[config.mk]
export PLATFORM = sky130hd
export DESIGN_NAME = spictl_top
export DESIGN_NICKNAME = d
export VERILOG_FILES = /design/src/logic/spictl_pkg.sv /design/src/logic/spictl_top.sv
export SDC_FILE = /design/constraint.sdc
export NUM_CORES = 1
export LEC_CHECK = 0
export BUFFER_PORTS_ARGS = -buffer_cell sky130_fd_sc_hd__clkbuf_2
export CORE_MARGIN = 4
export CORE_UTILIZATION = 50
export DETAILED_ROUTE_END_ITERATION = 16
export HOLD_SLACK_MARGIN = 0.03
export PLACE_DENSITY = 0.67
export SETUP_SLACK_MARGIN = 0.05
export SYNTH_ARGS = -nofsm -noshare
export SYNTH_HDL_FRONTEND = slang
export SYNTH_SLANG_ARGS = --single-unit
[constraint.sdc]
create_clock -name clk -period 6.9 [get_ports clk]
set_clock_uncertainty 0.2 [all_clocks]
set_input_delay 0.69 -clock clk [delete_from_list [all_inputs] [get_ports clk]]
set_output_delay 0.69 -clock clk [all_outputs]
set_load 0.02 [all_outputs]
[src/logic/spictl_pkg.sv]
// Shared constants, register layouts and offsets of the serial port block
package spictl_pkg;

    // ****************************************************************
    // Register bus geometry and register indices
    // ****************************************************************
    localparam int         ADDR_W    = 3;     // Register index width
    localparam logic [2:0] IDX_CTL1  = 3'h0;  // port_control_one
    localparam logic [2:0] IDX_CTL2  = 3'h1;  // port_control_two
    localparam logic [2:0] IDX_DIV   = 3'h2;  // clock_divider
    localparam logic [2:0] IDX_FLAGS = 3'h3;  // port_flags, read only
    localparam logic [2:0] IDX_CMP   = 3'h4;  // compare_value
    localparam logic [2:0] IDX_DATA  = 3'h5;  // shift_data_buffer

    // ****************************************************************
    // Field layouts, most significant field first
    // ****************************************************************
    typedef struct packed {
        logic rx_fault_irq_enable;  // Receive-full and fault interrupt gate
        logic port_enable;          // Whole port on
        logic tx_empty_irq_enable;  // Transmit-empty interrupt gate
        logic master_select;        // Port drives the serial clock
        logic clock_polarity;       // Idle level of the serial clock
        logic clock_phase;          // First edge at start of first bit
        logic select_output_enable; // Select pin driven by master
        logic low_bit_first;        // Least significant bit first
    } spictl_c1_t;

    typedef struct packed {
        logic       match_irq_enable;     // Match interrupt gate
        logic [1:0] rsv_hi;               // Unimplemented and reserved
        logic       fault_detect_enable;  // Mode fault detection on
        logic       bidir_output_enable;  // Single data pin drives
        logic       rsv_2;                // Reserved
        logic       halt_in_wait;         // Stop clocks in wait mode
        logic       single_wire_select;   // One shared data pin
    } spictl_c2_t;

    typedef struct packed {
        logic       rsv_7;     // Reserved
        logic [2:0] prescale;  // Prescale divisor is code plus one
        logic [3:0] rate;      // Rate divisor is two to the code plus one
    } spictl_div_t;

    // ****************************************************************
    // Reset values, write masks, fixed flag bits and limits
    // ****************************************************************
    localparam logic [7:0] C1_RST   = 8'h04;  // Slave, phase one, off
    localparam logic [7:0] C2_RST   = 8'h00;
    localparam logic [7:0] C2_MASK  = 8'h9b;  // Writable bits only
    localparam logic [7:0] DIV_RST  = 8'h00;
    localparam logic [7:0] DIV_MASK = 8'h7f;
    localparam logic [7:0] CMP_RST  = 8'h00;
    localparam logic [7:0] BYTE_RST = 8'h00;
    localparam logic [3:0] FLAG_RSV = 4'h0;   // Low status bits
    localparam logic [3:0] EDGE_LAST = 4'hf;  // Sixteen edges per byte
    localparam int         DIV_W_MIN = 19;    // Holds eight shl fifteen

endpackage

[src/logic/spictl_top.sv]
// Byte-wide serial port with control, divider, flag, match and data registers
// How it works
// - Control one top bits: interrupts, enable, master
// - Polarity bit cleared gives idle-low clock
// - Phase bit set: edge at bit start
// - Select output bit with fault enable sets select use
// - Bit order cleared means most significant first
// - Control two top bit gates match interrupt
// - Fault detect enable cleared means no faults
// - Bidir output bit drives single data pin
// - Halt bit stops master clocks in wait
// - Pin select cleared uses separate data pins
// - Prescale code zero divides by one
// - Rate code zero divides by two
// - Receive-full flag marks new received byte
// - Match flag when received byte equals compare
// - Transmit-empty flag when shifter takes buffered byte
// - Fault flag applies only to master
// - Compare register holds eight-bit match value
// - Data write loads transmit, read returns receive
// - Status read then control write clears fault
// - Flag with its enable raises interrupt request while port enabled
// - Byte dropped while receive-full still set
// - Fault aborts transfer and clears master select
module spictl_top #(
    parameter int DIV_W = 20  // Width of the half-period counter
) (
    input  wire logic                          clk,
    input  wire logic                          rst_n,
    input  wire logic [spictl_pkg::ADDR_W-1:0] addr,
    input  wire logic [7:0]                    wdata,
    input  wire logic                          wr_en,
    input  wire logic                          rd_en,
    output logic      [7:0]                    rdata,
    input  wire logic                          cpu_wait,
    input  wire logic                          sclk_i,
    output logic                               sclk_o,
    output logic                               sclk_oe_n,
    input  wire logic                          mosi_i,
    output logic                               mosi_o,
    output logic                               mosi_oe_n,
    input  wire logic                          miso_i,
    output logic                               miso_o,
    output logic                               miso_oe_n,
    input  wire logic                          ss_n_i,
    output logic                               ss_n_o,
    output logic                               ss_n_oe_n,
    output logic                               irq
);

    // Counter must hold the slowest half period
    if (DIV_W < spictl_pkg::DIV_W_MIN)
    begin : g_chk
        $error("DIV_W too small for the slowest divider setting");
    end

    // ****************************************************************
    // Reset release
    // ****************************************************************
    logic rs1_ff;   // First release stage
    logic rs_n_ff;  // Released reset used everywhere else

    // Assert at once, release after two edges
    always_ff @(posedge clk or negedge rst_n)
    begin
        if (!rst_n)
        begin
            rs1_ff  <= 1'b0;
            rs_n_ff <= 1'b0;
        end
        else
        begin
            rs1_ff  <= 1'b1;
            rs_n_ff <= rs1_ff;
        end
    end

    // ****************************************************************
    // State
    // ****************************************************************
    spictl_pkg::spictl_c1_t  c1_ff;    // port_control_one
    spictl_pkg::spictl_c2_t  c2_ff;    // port_control_two
    spictl_pkg::spictl_div_t div_ff;   // clock_divider
    logic [7:0]        cmp_ff;         // compare_value
    logic [7:0]        txb_ff;         // Transmit buffer
    logic [7:0]        rxb_ff;         // Receive buffer
    logic              rxf_ff;         // rx_full_flag
    logic              mf_ff;          // match_flag
    logic              txe_ff;         // tx_empty_flag
    logic              flt_ff;         // fault_flag
    logic              arm_rx_ff;      // Status seen with receive-full set
    logic              arm_tx_ff;      // Status seen with transmit-empty set
    logic              arm_flt_ff;     // Status seen with fault set
    logic              busy_ff;        // Byte in flight
    logic [3:0]        edge_ff;        // Serial clock edge index
    logic [7:0]        sr_ff;          // Shift register, send bit on top
    logic              inbit_ff;       // Bit caught on the sample edge
    logic [DIV_W-1:0]  cnt_ff;         // Half-period counter
    logic              sclk_ff;        // Master clock level
    logic              sprev_ff;       // Last sampled slave clock
    logic [7:0]        rdata_ff;       // Read answer
    logic              irq_ff;         // Interrupt request
    logic              mosi_ff;        // Registered pin levels
    logic              mosi_oe_n_ff;
    logic              miso_ff;
    logic              miso_oe_n_ff;
    logic              sclk_oe_n_ff;
    logic              ss_ff;
    logic              ss_oe_n_ff;

    // Mirror order so the shift register always runs top bit first
    function automatic logic [7:0] spictl_rev(input logic [7:0] v);
        logic [7:0] r;
        r = 8'h00;
        for (int i = 0; i < 8; i++)
        begin
            r[i] = v[7 - i];
        end
        return r;
    endfunction

    // ****************************************************************
    // Decode
    // ****************************************************************
    wire sel_c1  = (addr == spictl_pkg::IDX_CTL1);
    wire sel_c2  = (addr == spictl_pkg::IDX_CTL2);
    wire sel_div = (addr == spictl_pkg::IDX_DIV);
    wire sel_flg = (addr == spictl_pkg::IDX_FLAGS);
    wire sel_cmp = (addr == spictl_pkg::IDX_CMP);
    wire sel_dat = (addr == spictl_pkg::IDX_DATA);
    wire wr_c1   = wr_en & sel_c1;
    wire wr_d    = wr_en & sel_dat;
    wire rd_s    = rd_en & sel_flg;
    wire rd_d    = rd_en & sel_dat;
    wire [7:0] flags_rd = {rxf_ff, mf_ff, txe_ff, flt_ff, spictl_pkg::FLAG_RSV};
    wire [7:0] rd_mux = sel_c1  ? c1_ff :
                        sel_c2  ? (c2_ff & spictl_pkg::C2_MASK) :
                        sel_div ? (div_ff & spictl_pkg::DIV_MASK) :
                        sel_flg ? flags_rd :
                        sel_cmp ? cmp_ff :
                        sel_dat ? rxb_ff : 8'h00;

    // ****************************************************************
    // Mode and engine control
    // ****************************************************************
    wire is_mst = c1_ff.port_enable & c1_ff.master_select;
    wire is_slv = c1_ff.port_enable & ~c1_ff.master_select & ~ss_n_i;
    wire ss_in  = c2_ff.fault_detect_enable & ~c1_ff.select_output_enable;
    wire fault  = is_mst & ss_in & ~ss_n_i;
    wire halt   = c2_ff.halt_in_wait & cpu_wait;
    // half period is prescale plus one, shl rate
    wire [DIV_W-1:0] half = ({{(DIV_W-3){1'b0}}, div_ff.prescale} + 1'b1)
                            << div_ff.rate;
    wire [DIV_W-1:0] cnt_top = half - 1'b1;
    wire m_tick  = is_mst & busy_ff & ~halt & (cnt_ff == cnt_top);
    wire s_edge  = is_slv & busy_ff & (sclk_i != sprev_ff);
    wire edge_ev = m_tick | s_edge;
    wire last    = edge_ev & (edge_ff == spictl_pkg::EDGE_LAST);
    wire samp    = edge_ev & (edge_ff[0] == c1_ff.clock_phase);
    wire shft    = edge_ev & ~samp & (edge_ff != 4'h0);
    wire din     = c2_ff.single_wire_select ? (is_mst ? mosi_i : miso_i)
                                            : (is_mst ? miso_i : mosi_i);
    wire nbit    = (last & c1_ff.clock_phase) ? din : inbit_ff;
    wire [7:0] sr_sh = {sr_ff[6:0], nbit};
    wire [7:0] rx_byte = c1_ff.low_bit_first ? spictl_rev(sr_sh) : sr_sh;
    wire [7:0] tx_load = c1_ff.low_bit_first ? spictl_rev(txb_ff) : txb_ff;
    wire start_m = is_mst & ~busy_ff & ~txe_ff & ~fault;
    wire start_s = is_slv & ~busy_ff;
    wire start   = start_m | start_s;
    wire accept  = last & ~rxf_ff;
    wire abort   = ~c1_ff.port_enable | fault | (~is_mst & ~is_slv);
    wire nxt_out = start ? tx_load[7] : (shft ? sr_sh[7] : sr_ff[7]);  // Moves on launch edges

    // ****************************************************************
    // Flag next values, set wins over clear
    // ****************************************************************
    wire nxt_rxf = accept | (rxf_ff & ~(rd_d & arm_rx_ff));
    wire nxt_mf  = (accept & (rx_byte == cmp_ff)) | (mf_ff & ~(rd_d & arm_rx_ff));
    wire nxt_txe = (start & ~txe_ff) | (txe_ff & ~(wr_d & arm_tx_ff));
    wire nxt_flt = fault | (flt_ff & ~(wr_c1 & arm_flt_ff));
    wire nxt_irq = c1_ff.port_enable &
                   ((c1_ff.rx_fault_irq_enable & (rxf_ff | flt_ff)) |
                    (c1_ff.tx_empty_irq_enable & txe_ff) |
                    (c2_ff.match_irq_enable & mf_ff));

    // ****************************************************************
    // Register file
    // ****************************************************************
    // Software writes; the fault forces master select low
    always_ff @(posedge clk or negedge rs_n_ff)
    begin
        if (!rs_n_ff)
        begin
            c1_ff  <= spictl_pkg::C1_RST;
            c2_ff  <= spictl_pkg::C2_RST;
            div_ff <= spictl_pkg::DIV_RST;
            cmp_ff <= spictl_pkg::CMP_RST;
            txb_ff <= spictl_pkg::BYTE_RST;
        end
        else
        begin
            if (wr_c1)
                c1_ff <= wdata;
            if (fault)
                c1_ff.master_select <= 1'b0;
            if (wr_en & sel_c2)
                c2_ff <= wdata & spictl_pkg::C2_MASK;
            if (wr_en & sel_div)
                div_ff <= wdata & spictl_pkg::DIV_MASK;
            if (wr_en & sel_cmp)
                cmp_ff <= wdata;
            if (wr_d)
                txb_ff <= wdata;
        end
    end

    // Flags, arming reads and the read answer
    always_ff @(posedge clk or negedge rs_n_ff)
    begin
        if (!rs_n_ff)
        begin
            rxf_ff     <= 1'b0;
            mf_ff      <= 1'b0;
            txe_ff     <= 1'b1;
            flt_ff     <= 1'b0;
            arm_rx_ff  <= 1'b0;
            arm_tx_ff  <= 1'b0;
            arm_flt_ff <= 1'b0;
            rxb_ff     <= spictl_pkg::BYTE_RST;
            rdata_ff   <= 8'h00;
            irq_ff     <= 1'b0;
        end
        else
        begin
            rxf_ff     <= nxt_rxf;
            mf_ff      <= nxt_mf;
            txe_ff     <= nxt_txe;
            flt_ff     <= nxt_flt;
            arm_rx_ff  <= (rd_s & rxf_ff) | (arm_rx_ff & nxt_rxf);
            arm_tx_ff  <= (rd_s & txe_ff) | (arm_tx_ff & nxt_txe);
            arm_flt_ff <= (rd_s & flt_ff) | (arm_flt_ff & nxt_flt);
            if (accept)
                rxb_ff <= rx_byte;
            rdata_ff   <= rd_en ? rd_mux : 8'h00;
            irq_ff     <= nxt_irq;
        end
    end

    // ****************************************************************
    // Shift engine
    // ****************************************************************
    // sixteen edges, eight bits
    always_ff @(posedge clk or negedge rs_n_ff)
    begin
        if (!rs_n_ff)
        begin
            busy_ff  <= 1'b0;
            edge_ff  <= 4'h0;
            sr_ff    <= spictl_pkg::BYTE_RST;
            inbit_ff <= 1'b0;
            cnt_ff   <= '0;
        end
        else if (abort)
        begin
            busy_ff <= 1'b0;
            edge_ff <= 4'h0;
        end
        else if (start)
        begin
            busy_ff <= 1'b1;
            edge_ff <= 4'h0;
            sr_ff   <= tx_load;
            // Phase one fires the first edge on the next cycle
            cnt_ff  <= c1_ff.clock_phase ? cnt_top : '0;
        end
        else if (busy_ff)
        begin
            if (is_mst & ~halt)
                cnt_ff <= m_tick ? '0 : cnt_ff + 1'b1;
            if (edge_ev)
                edge_ff <= edge_ff + 4'h1;
            if (samp)
                inbit_ff <= din;
            if (shft | last)
                sr_ff <= sr_sh;
            if (last)
                busy_ff <= 1'b0;
        end
    end

    // ****************************************************************
    // Pin drivers, all registered
    // ****************************************************************
    // Master clock idles at polarity and toggles per tick
    always_ff @(posedge clk or negedge rs_n_ff)
    begin
        if (!rs_n_ff)
        begin
            sclk_ff      <= 1'b0;
            sprev_ff     <= 1'b0;
            sclk_oe_n_ff <= 1'b1;
            mosi_ff      <= 1'b0;
            mosi_oe_n_ff <= 1'b1;
            miso_ff      <= 1'b0;
            miso_oe_n_ff <= 1'b1;
            ss_ff        <= 1'b1;
            ss_oe_n_ff   <= 1'b1;
        end
        else
        begin
            sclk_ff      <= (is_mst & busy_ff & ~start) ? (sclk_ff ^ m_tick)
                                                        : c1_ff.clock_polarity;
            sprev_ff     <= (start_s | ~busy_ff) ? c1_ff.clock_polarity : sclk_i;
            sclk_oe_n_ff <= ~is_mst;
            mosi_ff      <= last ? mosi_ff : nxt_out;
            miso_ff      <= last ? miso_ff : nxt_out;
            mosi_oe_n_ff <= ~(is_mst & ~fault &
                              (~c2_ff.single_wire_select | c2_ff.bidir_output_enable));
            miso_oe_n_ff <= ~(is_slv &
                              (~c2_ff.single_wire_select | c2_ff.bidir_output_enable));
            ss_oe_n_ff   <= ~(is_mst & c2_ff.fault_detect_enable &
                              c1_ff.select_output_enable);
            ss_ff        <= ~(busy_ff | start_m);
        end
    end

    assign rdata     = rdata_ff;
    assign irq       = irq_ff;
    assign sclk_o    = sclk_ff;
    assign sclk_oe_n = sclk_oe_n_ff;
    assign mosi_o    = mosi_ff;
    assign mosi_oe_n = mosi_oe_n_ff;
    assign miso_o    = miso_ff;
    assign miso_oe_n = miso_oe_n_ff;
    assign ss_n_o    = ss_ff;
    assign ss_n_oe_n = ss_oe_n_ff;
endmodule

# Word level (Yosys, flattened, before mapping)
# Index checks and enable logic that the tools add are counted.
# classes
shifts	1
eq_ne	10
n_addsub	4
bitwise_logic	97
mux	35
reduce_logical	12
# op_table
operator	count
$mux 20	5
$mux 8	12
$and 1x1->1	56
$not 1->1	22
$add 20x1->20 const B	1
$eq 20x20->1	1
$shl 4x4->20	1
$sub 20x1->20 const B	1
$or 1x1->1	18
$mux 4	4
$mux 1	13
$eq 8x8->1	1
$reduce_bool 2->1	4
$eq 3x2->1 const B	2
$eq 3x3->1 const B	2
$reduce_and 3->1	2
$reduce_bool 3->1	2
$mux 5	1
$add 3x1->4 const B	1
$add 4x1->4 const B	1
$eq 4x4->1 const B	1
$reduce_and 4->1	1
$reduce_bool 4->1	1
$eq 3x1->1 const B	1
5 further kinds	5
# word_totals
output_inout_bits	17
ff_bits	104
in_bits	20
wordCells	201

# Longest topological paths before layout
# Gate-level depths: netlist of run 1.
# depth
depth_word	14
mapped_depth	18
depth_no_buf	17

# Least setup slack after synthesis of run 1
# OpenSTA, ideal clock, no wires.
# synth_timing
kind	reg-to-reg
from	register div_ff[5] in the netlist's numbering
to	register rxb_ff[7]
arrival_ns	4.206
n_path_buf	1
stages_incl_launch_ff	17
slack_ns	2.370
synth_period_minus_slack_ns	4.530
required_time_ns	6.575
path_cell_list	dfrtp_1 -> ha_1 -> nor2_1 -> a211oi_1 -> nand2_1 -> ha_1 -> a21boi_1 -> and4_1 -> buf_4 -> and4_4 -> xnor2_1 -> or4_4 -> nand3b_4 -> a211o_1 -> and2_1 -> mux2_2 -> mux2_2
# synth_via
elab_chain_cells	10
word_cells_on_any_way	11
cone_classes	add/sub (2); eq/ne (1); shift (1); mux (2); bitwise (5)
# synth_rtl
element	line_no	rtl
from (decl)	spictl_top.sv:83	spictl_pkg::spictl_div_t div_ff;
from (signal assigned)	spictl_top.sv:196	div_ff <= spictl_pkg::DIV_RST;
from (signal assigned)	spictl_top.sv:209	div_ff <= wdata & spictl_pkg::DIV_MASK;
$add 3x1->4 (*)	spictl_top.sv:152	wire [DIV_W-1:0] half = ({{(DIV_W-3){1'b0}}, div_ff.prescale} + 1'b1)
$shl 4x4->20 (*)	spictl_top.sv:152	
$sub 20x1->20 (*)	spictl_top.sv:154	wire [DIV_W-1:0] cnt_top = half - 1'b1;
$eq 20x20->1 (*)	spictl_top.sv:155	wire m_tick = is_mst & busy_ff & ~halt & (cnt_ff == cnt_top);
$and 1x1->1 (*)	spictl_top.sv:155	
$or 1x1->1 (*)	spictl_top.sv:157	wire edge_ev = m_tick | s_edge;
$and 1x1->1 (*)	spictl_top.sv:158	wire last = edge_ev & (edge_ff == spictl_pkg::EDGE_LAST);
$and 1x1->1	spictl_top.sv:163	wire nbit = (last & c1_ff.clock_phase) ? din : inbit_ff;
$mux 1	spictl_top.sv:163	
$mux 8	spictl_top.sv:165	wire [7:0] rx_byte = c1_ff.low_bit_first ? spictl_rev(sr_sh) : sr_sh;
to (signal assigned)	spictl_top.sv:229	rxb_ff <= spictl_pkg::BYTE_RST;
to (signal assigned)	spictl_top.sv:243	rxb_ff <= rx_byte;
to (decl)	spictl_top.sv:86	logic [7:0] rxb_ff;
# Mark *: on every way between the ends. The rest lies on a longest branch, timed or not.
# A chain may end at the register's enable or synchronous reset.

# Final worst setup path of run 1
# layout_timing
from	register div_ff[0] in the netlist's numbering
to	register rxb_ff[5]
# layout_via
elab_chain_cells	7
# layout_rtl
element	line_no	rtl
$shl 4x4->20	spictl_top.sv:152	
$sub 20x1->20	spictl_top.sv:154	
$eq 20x20->1	spictl_top.sv:155	
$and 1x1->1	spictl_top.sv:155	
$or 1x1->1	spictl_top.sv:157	
$and 1x1->1	spictl_top.sv:158	
$and 1x1->1	spictl_top.sv:170	wire accept = last & ~rxf_ff;
# No other way between the ends.

==> results.json, run 1 <==
{
  "cts.repair.resized": 0,
  "drt_first_iter_violations": 802,
  "powerDensity_nw_per_um2": 338,
  "maxCapViolCount": 0,
  "timing.critical_path.cells": "or2_2 > nor4_1 > inv_1 > ha_1 > and2_1 > a31oi_2 > xor2_1 > nor2_1 > a2111oi_0 > nand4b_1 > nor4b_2 > nand3b_4 > a21oi_1 > nor2b_1 > mux2_2",
  "global_route.usage.total": 0.261,
  "cell_count_post_placement": 967,
  "design.die.area_um2": 16100,
  "dr_total_vias": 6359,
  "post-synth-top-area-cell": "dfrtp_1",
  "place_hpwl_um": 15000,
  "timing.critical_path.fanout_max": 21,
  "routed_wl_um": 20300,
  "synth.yosys.seq_area_share": 0.369,
  "gr-total-overflow": 0,
  "critical_path_startpoint_category": "flip-flop",
  "critical_path_max_stage_delay_ns": 0.67,
  "dominant_combinational_cell_family_by_area_after_synthesis": "simple AND/OR/NAND/NOR gates",
  "grt_pass1_wl_um": 33800,
  "post_synth_edffs": 0,
  "worstSetupEndpointType": "flip-flop",
  "grt_setup_unrepaired": "no",
  "vdd_drop_max_uv": 191,
  "htree_num_levels": 3,
  "total_leakage_power_nw": 3.18,
  "synthSimpleGateAreaFrac": 0.205,
  "post_cts.repair.setup_buffers": 0,
  "placement_rows": 43,
  "hp-class": "flip-flop to async pin",
  "ioPinCount": 37,
  "fp.coreArea_um2": 13900,
  "fraction_of_layout_instances_using_a_drive_strength_above_1": 0.190,
  "post_synth_fa_ha_maj_area_fraction": 0.00883,
  "critical_path.top_delay_family": "simple AND/OR/NAND/NOR gates",
  "arrival_ns": 5.77,
  "synth_compound_gate_area_share": 0.204,
  "post_synth_instance_area_um2": 7090,
  "first_pass_iters": 5,
  "yosysMostFrequentCell": "dfrtp_1",
  "timing.final.max_slew_violations": 0,
  "worst-path-buf-inv": 1,
  "worst_setup_hold_path_clk_slew_ns": 0.08,
  "cts_root_buffer": "clkbuf_16",
  "post-route-drc-count": 0,
  "yosysWarnings": 0,
  "worstPathRequired_ns": 6.95,
  "critPathKind": "flip-flop to flip-flop",
  "post-synth-top-area-fraction": 0.343,
  "relSlewSlack": 0.283,
  "yosys-top-cells-count": "dfrtp_1, nand2_1, nor2_1",
  "post_cts_hold_buffer_count": 1,
  "post_synth_num_cell_types": 84,
  "grt_antenna_before_repair": 0,
  "synthXorXnorAreaFrac": 0.0429,
  "final_cells": 984,
  "cts_sinks": 104,
  "timing.final.crit_period_ns": 5.72,
  "max_clock_freq_ghz": 0.175,
  "grt_max_degree": 74,
  "place.port_buffers": 36,
  "insertion_delay_ns": 0.36,
  "final-hold-violation-count": 0,
  "synth_top_flop_cell": "dfrtp_1",
  "syn2layout_area_growth_pct": 8.30,
  "drt-wirelength-per-cell_um": 20.7,
  "die_x_um": 127,
  "via_count_of_the_first_global_routing_pass": 6276,
  "postSynthAreaPerCell_um2": 9.00,
  "synth.area.top_cells": "dfrtp_1, mux2_2, o21ai_0",
  "mux_share_of_post_synthesis_cell_area": 0.127,
  "cts_buffers": 9,
  "design_power_total_w": 0.00260,
  "min_period_over_period": 0.829,
  "ys_seq_elements": 104,
  "tritoncts": "yes",
  "antenna_diode_instance_count": 0,
  "tns_ns": 0,
  "detail-route-antenna-nets": 0,
  "clk_path_buf_depth": 2,
  "crit_slowest_cell": "nor2b_1",
  "postSynthNetCount": 812,
  "fin_nets": 824,
  "die_height_um": 127,
  "synthCells": 787,
  "initial_core_util": 0.510,
  "actual_transition_at_the_worst_max_transition_pin_ns": 1.07,
  "synth_async_sr_flop_share": 1.00,
  "status": "finished, final reports clean",
  "via_per_inst": 6.46,
  "globalplace.congestion": 0.901,
  "finalSetupViolCount": 0
}
metrics by stage:
| step | hold WS [ns] | area [µm²] | utilization | setup WS [ns] |
|---|---|---|---|---|
| CTS | 0.0734 | 7670 | 0.553 | 1.18 |
| finish | 0.0566 | 7670 | 0.553 | 1.18 |
| global placement | 0.0678 | 7350 | 0.529 | 1.43 |
| global route | 0.101 | 7670 | 0.553 | 0.685 |
| floorplan | 0.131 | 7090 | - | 2.37 |
| detailed placement | 0.0718 | 7350 | 0.529 | 1.22 |
kinds of logic (layout without fill, tap and decap cells):
logic type | Yosys count | in the layout
buffers and inverters | 74 | 91
muxes | 81 | 81
AOI/OAI and AO/OA | 210 | 210
and+or+nand+nor | 279 | 279
DFF | 104 | 104
xor gates and xnor gates | 33 | 33
other | 1 | 1
adders and majority gates | 5 | 5
layer usage:
metal / track usage / wire length [µm]
met1: 0.334 / 8260
met2: 0.446 / 10300
met3: 0.0464 / 1180
met4: 0.0909 / 600
met5: 0 / 0
final timing paths:
path / start / endpoint / slack (ns) / depth (start not counted)
min in group clk: rs1_ff / rs_n_ff / 0.18 / 0
max: div_ff[0] / rxb_ff[5] / 1.18 / 15
max in group asynchronous: rs_n_ff / rdata[1] / 5.14 / 1
max reg2reg: div_ff[0] / rxb_ff[5] / 1.18 / 15
min: rs_n_ff / cnt_ff[16] / 0.06 / 0
min reg2reg: rs_n_ff / cnt_ff[16] / 0.06 / 0
report_power, final:
group | switching [W] | internal [W]
logic | 0.000632 | 0.000452
clock network | 0.000259 | 0.000292
registers | 0.000219 | 0.000740
cells in the final DEF (no fill, tap or decap), types with 5 or more instances in the layout:
cell type / synthesis / routed
clkbuf_16: 0 / 9
mux2i_1: 18 / 18
and2_1: 7 / 7
nand4_1: 6 / 6
clkbuf_2: 0 / 36
or2_2: 5 / 5
or3_1: 8 / 8
nand2_1: 72 / 72
and3_1: 21 / 21
a31oi_1: 8 / 8
a22o_1: 18 / 18
nand2b_1: 11 / 11
ha_1: 5 / 5
a21oi_1: 37 / 36
nor2_1: 64 / 64
o32ai_1: 16 / 16
nor3_1: 16 / 16
xor2_1: 8 / 8
mux2_2: 61 / 61
and4_1: 6 / 6
inv_1: 35 / 35
nand3_1: 28 / 28
nor4_1: 6 / 6
o21ai_0: 56 / 56
o31ai_1: 6 / 6
xnor2_1: 23 / 23
o22ai_1: 8 / 8
dfrtp_1: 97 / 96
dfstp_2: 7 / 7
o21a_1: 5 / 5
flip-flops by register name, summed over array words and instances, names as in the netlist, 4 cells and up:
signal and count:
div_ff 7, rdata 8, txb_ff 8, edge_ff 4, cnt_ff 20, c1_ff 8, rxb_ff 8, c2_ff 5
sr_ff 8, cmp_ff 8
layout make-up:
type / count / area [µm²]
Tap cell: 180 / 225
Clock buffer: 9 / 225
Inverter: 35 / 131
Multi-Input combinational cell: 609 / 4170
Fill cell: 1250 / 6210
Clock inverter: 7 / 92.6
Timing Repair Buffer: 40 / 213
Sequential cell: 104 / 2620
(Power assumes the default switching activity.)
==> run 2: changes to the inputs <==
PLACE_DENSITY = 0.7   (was 0.67)
clock period = 4.6 ns   (was 6.9 ns; I/O delays follow)
==> results.json, run 2 (synthesis results as in run 1) <==
{
  "crit-reg2reg-capture": "rxb_ff[7]",
  "detail-route-antenna-nets": 0,
  "timing.critical_path.fanout_max": 8,
  "die_x_um": 127,
  "die_height_um": 127,
  "timing.final.crit_period_ns": 4.48,
  "placement_rows": 43,
  "most_frequent_cells_in_the_layout": "dfrtp_1, nand2_1, nor2_1",
  "cts_root_buffer": "clkbuf_16",
  "n_fill_cell": 1249,
  "min_period_over_period": 0.973,
  "relSlewSlack": 0.409,
  "post-place-ws_ns": -0.0623,
  "htree_num_levels": 3,
  "via_per_inst": 6.32,
  "setup.reg_to_reg.worst_slack_ns": 0.12,
  "design.die.area_um2": 16100,
  "globalplace.congestion": 0.919,
  "grt_max_degree": 69,
  "cts_sinks": 104,
  "grt_antenna_before_repair": 0,
  "powerDensity_nw_per_um2": 501,
  "antenna_diode_instance_count": 0,
  "critPathKind": "flip-flop to flip-flop",
  "tns_ns": 0,
  "via_count_of_the_first_global_routing_pass": 6414,
  "status": "finished, final reports clean",
  "dr_total_vias": 6525,
  "fraction_of_layout_instances_using_a_drive_strength_above_1": 0.258,
  "initial_core_util": 0.510,
  "drt-wirelength-per-cell_um": 20.0,
  "clk_path_buf_depth": 2,
  "ioPinCount": 37,
  "worstPathRequired_ns": 4.65,
  "routed_wl_um": 20700,
  "arrival_ns": 4.53,
  "finalSetupViolCount": 0,
  "post-route-drc-count": 0,
  "max_clock_freq_ghz": 0.223,
  "timing.hold.worst_endpoint": "rs_n_ff",
  "place.port_buffers": 36,
  "reg2regPathDepth": 14,
  "reg2reg_from": "div_ff[5]",
  "hp-class": "flip-flop to flip-flop",
  "tritoncts": "yes",
  "min_path_cells": 0,
  "finalWorstSetupSlack_ns": 0.123,
  "final-hold-violation-count": 0,
  "syn2layout_area_growth_pct": 14.7,
  "largest_register_ffs": 20,
  "grt_pass1_wl_um": 33300,
  "global_route.usage.total": 0.259,
  "gr-total-overflow": 0,
  "maxCapViolCount": 0,
  "layout.cells.most_common": "dfrtp_1",
  "grt_setup_unrepaired": "yes",
  "total_leakage_power_nw": 3.41,
  "worst_setup_hold_path_clk_slew_ns": 0.07,
  "fin_nets": 873,
  "insertion_delay_ns": 0.36,
  "holdCritStartpoint": "rs1_ff",
  "fp.coreArea_um2": 13900,
  "vdd_drop_max_uv": 268,
  "registers.top_by_ff_count": "cnt_ff",
  "drt_first_iter_violations": 658,
  "cts_buffers": 9,
  "place_hpwl_um": 15500,
  "first_pass_iters": 6,
  "critical_path_startpoint_category": "flip-flop",
  "timing.final.max_slew_violations": 0,
  "actual_transition_at_the_worst_max_transition_pin_ns": 0.887,
  "worstSetupEndpointType": "flip-flop"
}
[run 2: changes by cell type in the layout (fill, tap and decap cells not counted), moves of 2 or more]
cell / change
buf_4: +46
dfrtp_2: +3
dfrtp_1: -3
nand2_2: +2
nand2_1: -2
inv_6: -2
buf_6: +2
clkinvlp_4: +3
clkbuf_1: +2
[run 2: how the worst max path moves through the flow]
stage | start | to | slack [ns] | depth (start not counted)
after floorplan | div_ff[5] | rxb_ff[7] | 0.07 | 16
after global placement | div_ff[0] | rxb_ff[7] | -0.12 | 17
after detailed placement | div_ff[4] | rxb_ff[7] | -0.06 | 14
after CTS | div_ff[4] | rxb_ff[7] | 0.06 | 15
after global routing | div_ff[5] | rxb_ff[7] | 0.003 | 14
final | div_ff[5] | rxb_ff[7] | 0.12 | 14
[run 2: layout make-up]
type	count	area, µm²	area share
Multi-Input combinational cell	609	4280	0.526
Inverter	35	131	0.0162
Sequential cell	104	2620	0.322
Tap cell	180	225	0.0277
Timing Repair Buffer	89	601	0.0739
Clock buffer	11	233	0.0286
Clock inverter	5	42.5	0.00523
[run 2: per-layer routing]
| layer | global-route usage | vias up | share of wire |
|---|---|---|---|
| met5 | 0.0124 | - | 0.0013 |
| met4 | 0.0997 | 2 | 0.035 |
| met3 | 0.0460 | 48 | 0.056 |
| met2 | 0.443 | 248 | 0.50 |
| met1 | 0.325 | 3204 | 0.41 |
| li1 | - | 3023 | - |
[run 2: critical path, stage by stage (launching register included)]
cell and delay, ns:
dfrtp_1 0.42, ha_4 0.29, and3b_2 0.25, o21ai_4 0.20, a31oi_4 0.12, nor4_4 0.51, and4_4 0.33, and4_4 0.24
xnor2_2 0.07, or4_4 0.56, nand3b_4 0.20, a211o_1 0.30, and2_4 0.18, mux2_4 0.25, mux2_2 0.26
[run 2: where the power goes]
group / leakage, nW / switching, W / internal, W / total (W)
Clock: 0.124 / 0.000358 / 0.000373 / 0.000731
Combinational: 1.97 / 0.00103 / 0.000880 / 0.00191
Sequential: 1.32 / 0.000311 / 0.00111 / 0.00142
[run 2: per-stage QoR]
step	hold slack, ns	cells	util	cell area (µm²)	power, W
floorplan	-0.0356	787	-	7090	0.00260
global placement	0.0454	1008	0.552	7670	0.00318
detailed placement	0.0477	1008	0.552	7670	0.00320
CTS	0.155	1027	0.576	8000	0.00397
global route	0.168	1033	0.586	8130	0.00431
finish	0.153	1033	0.586	8130	0.00407
[run 2: repair_timing]
item	CTS	global route
resized for setup	8	21
cloned	0	0
pin swaps	2	9
endpoints found under the hold margin	2	0
endpoints found under the setup margin	1	34
hold buffers	1	0
setup buffers	2	6
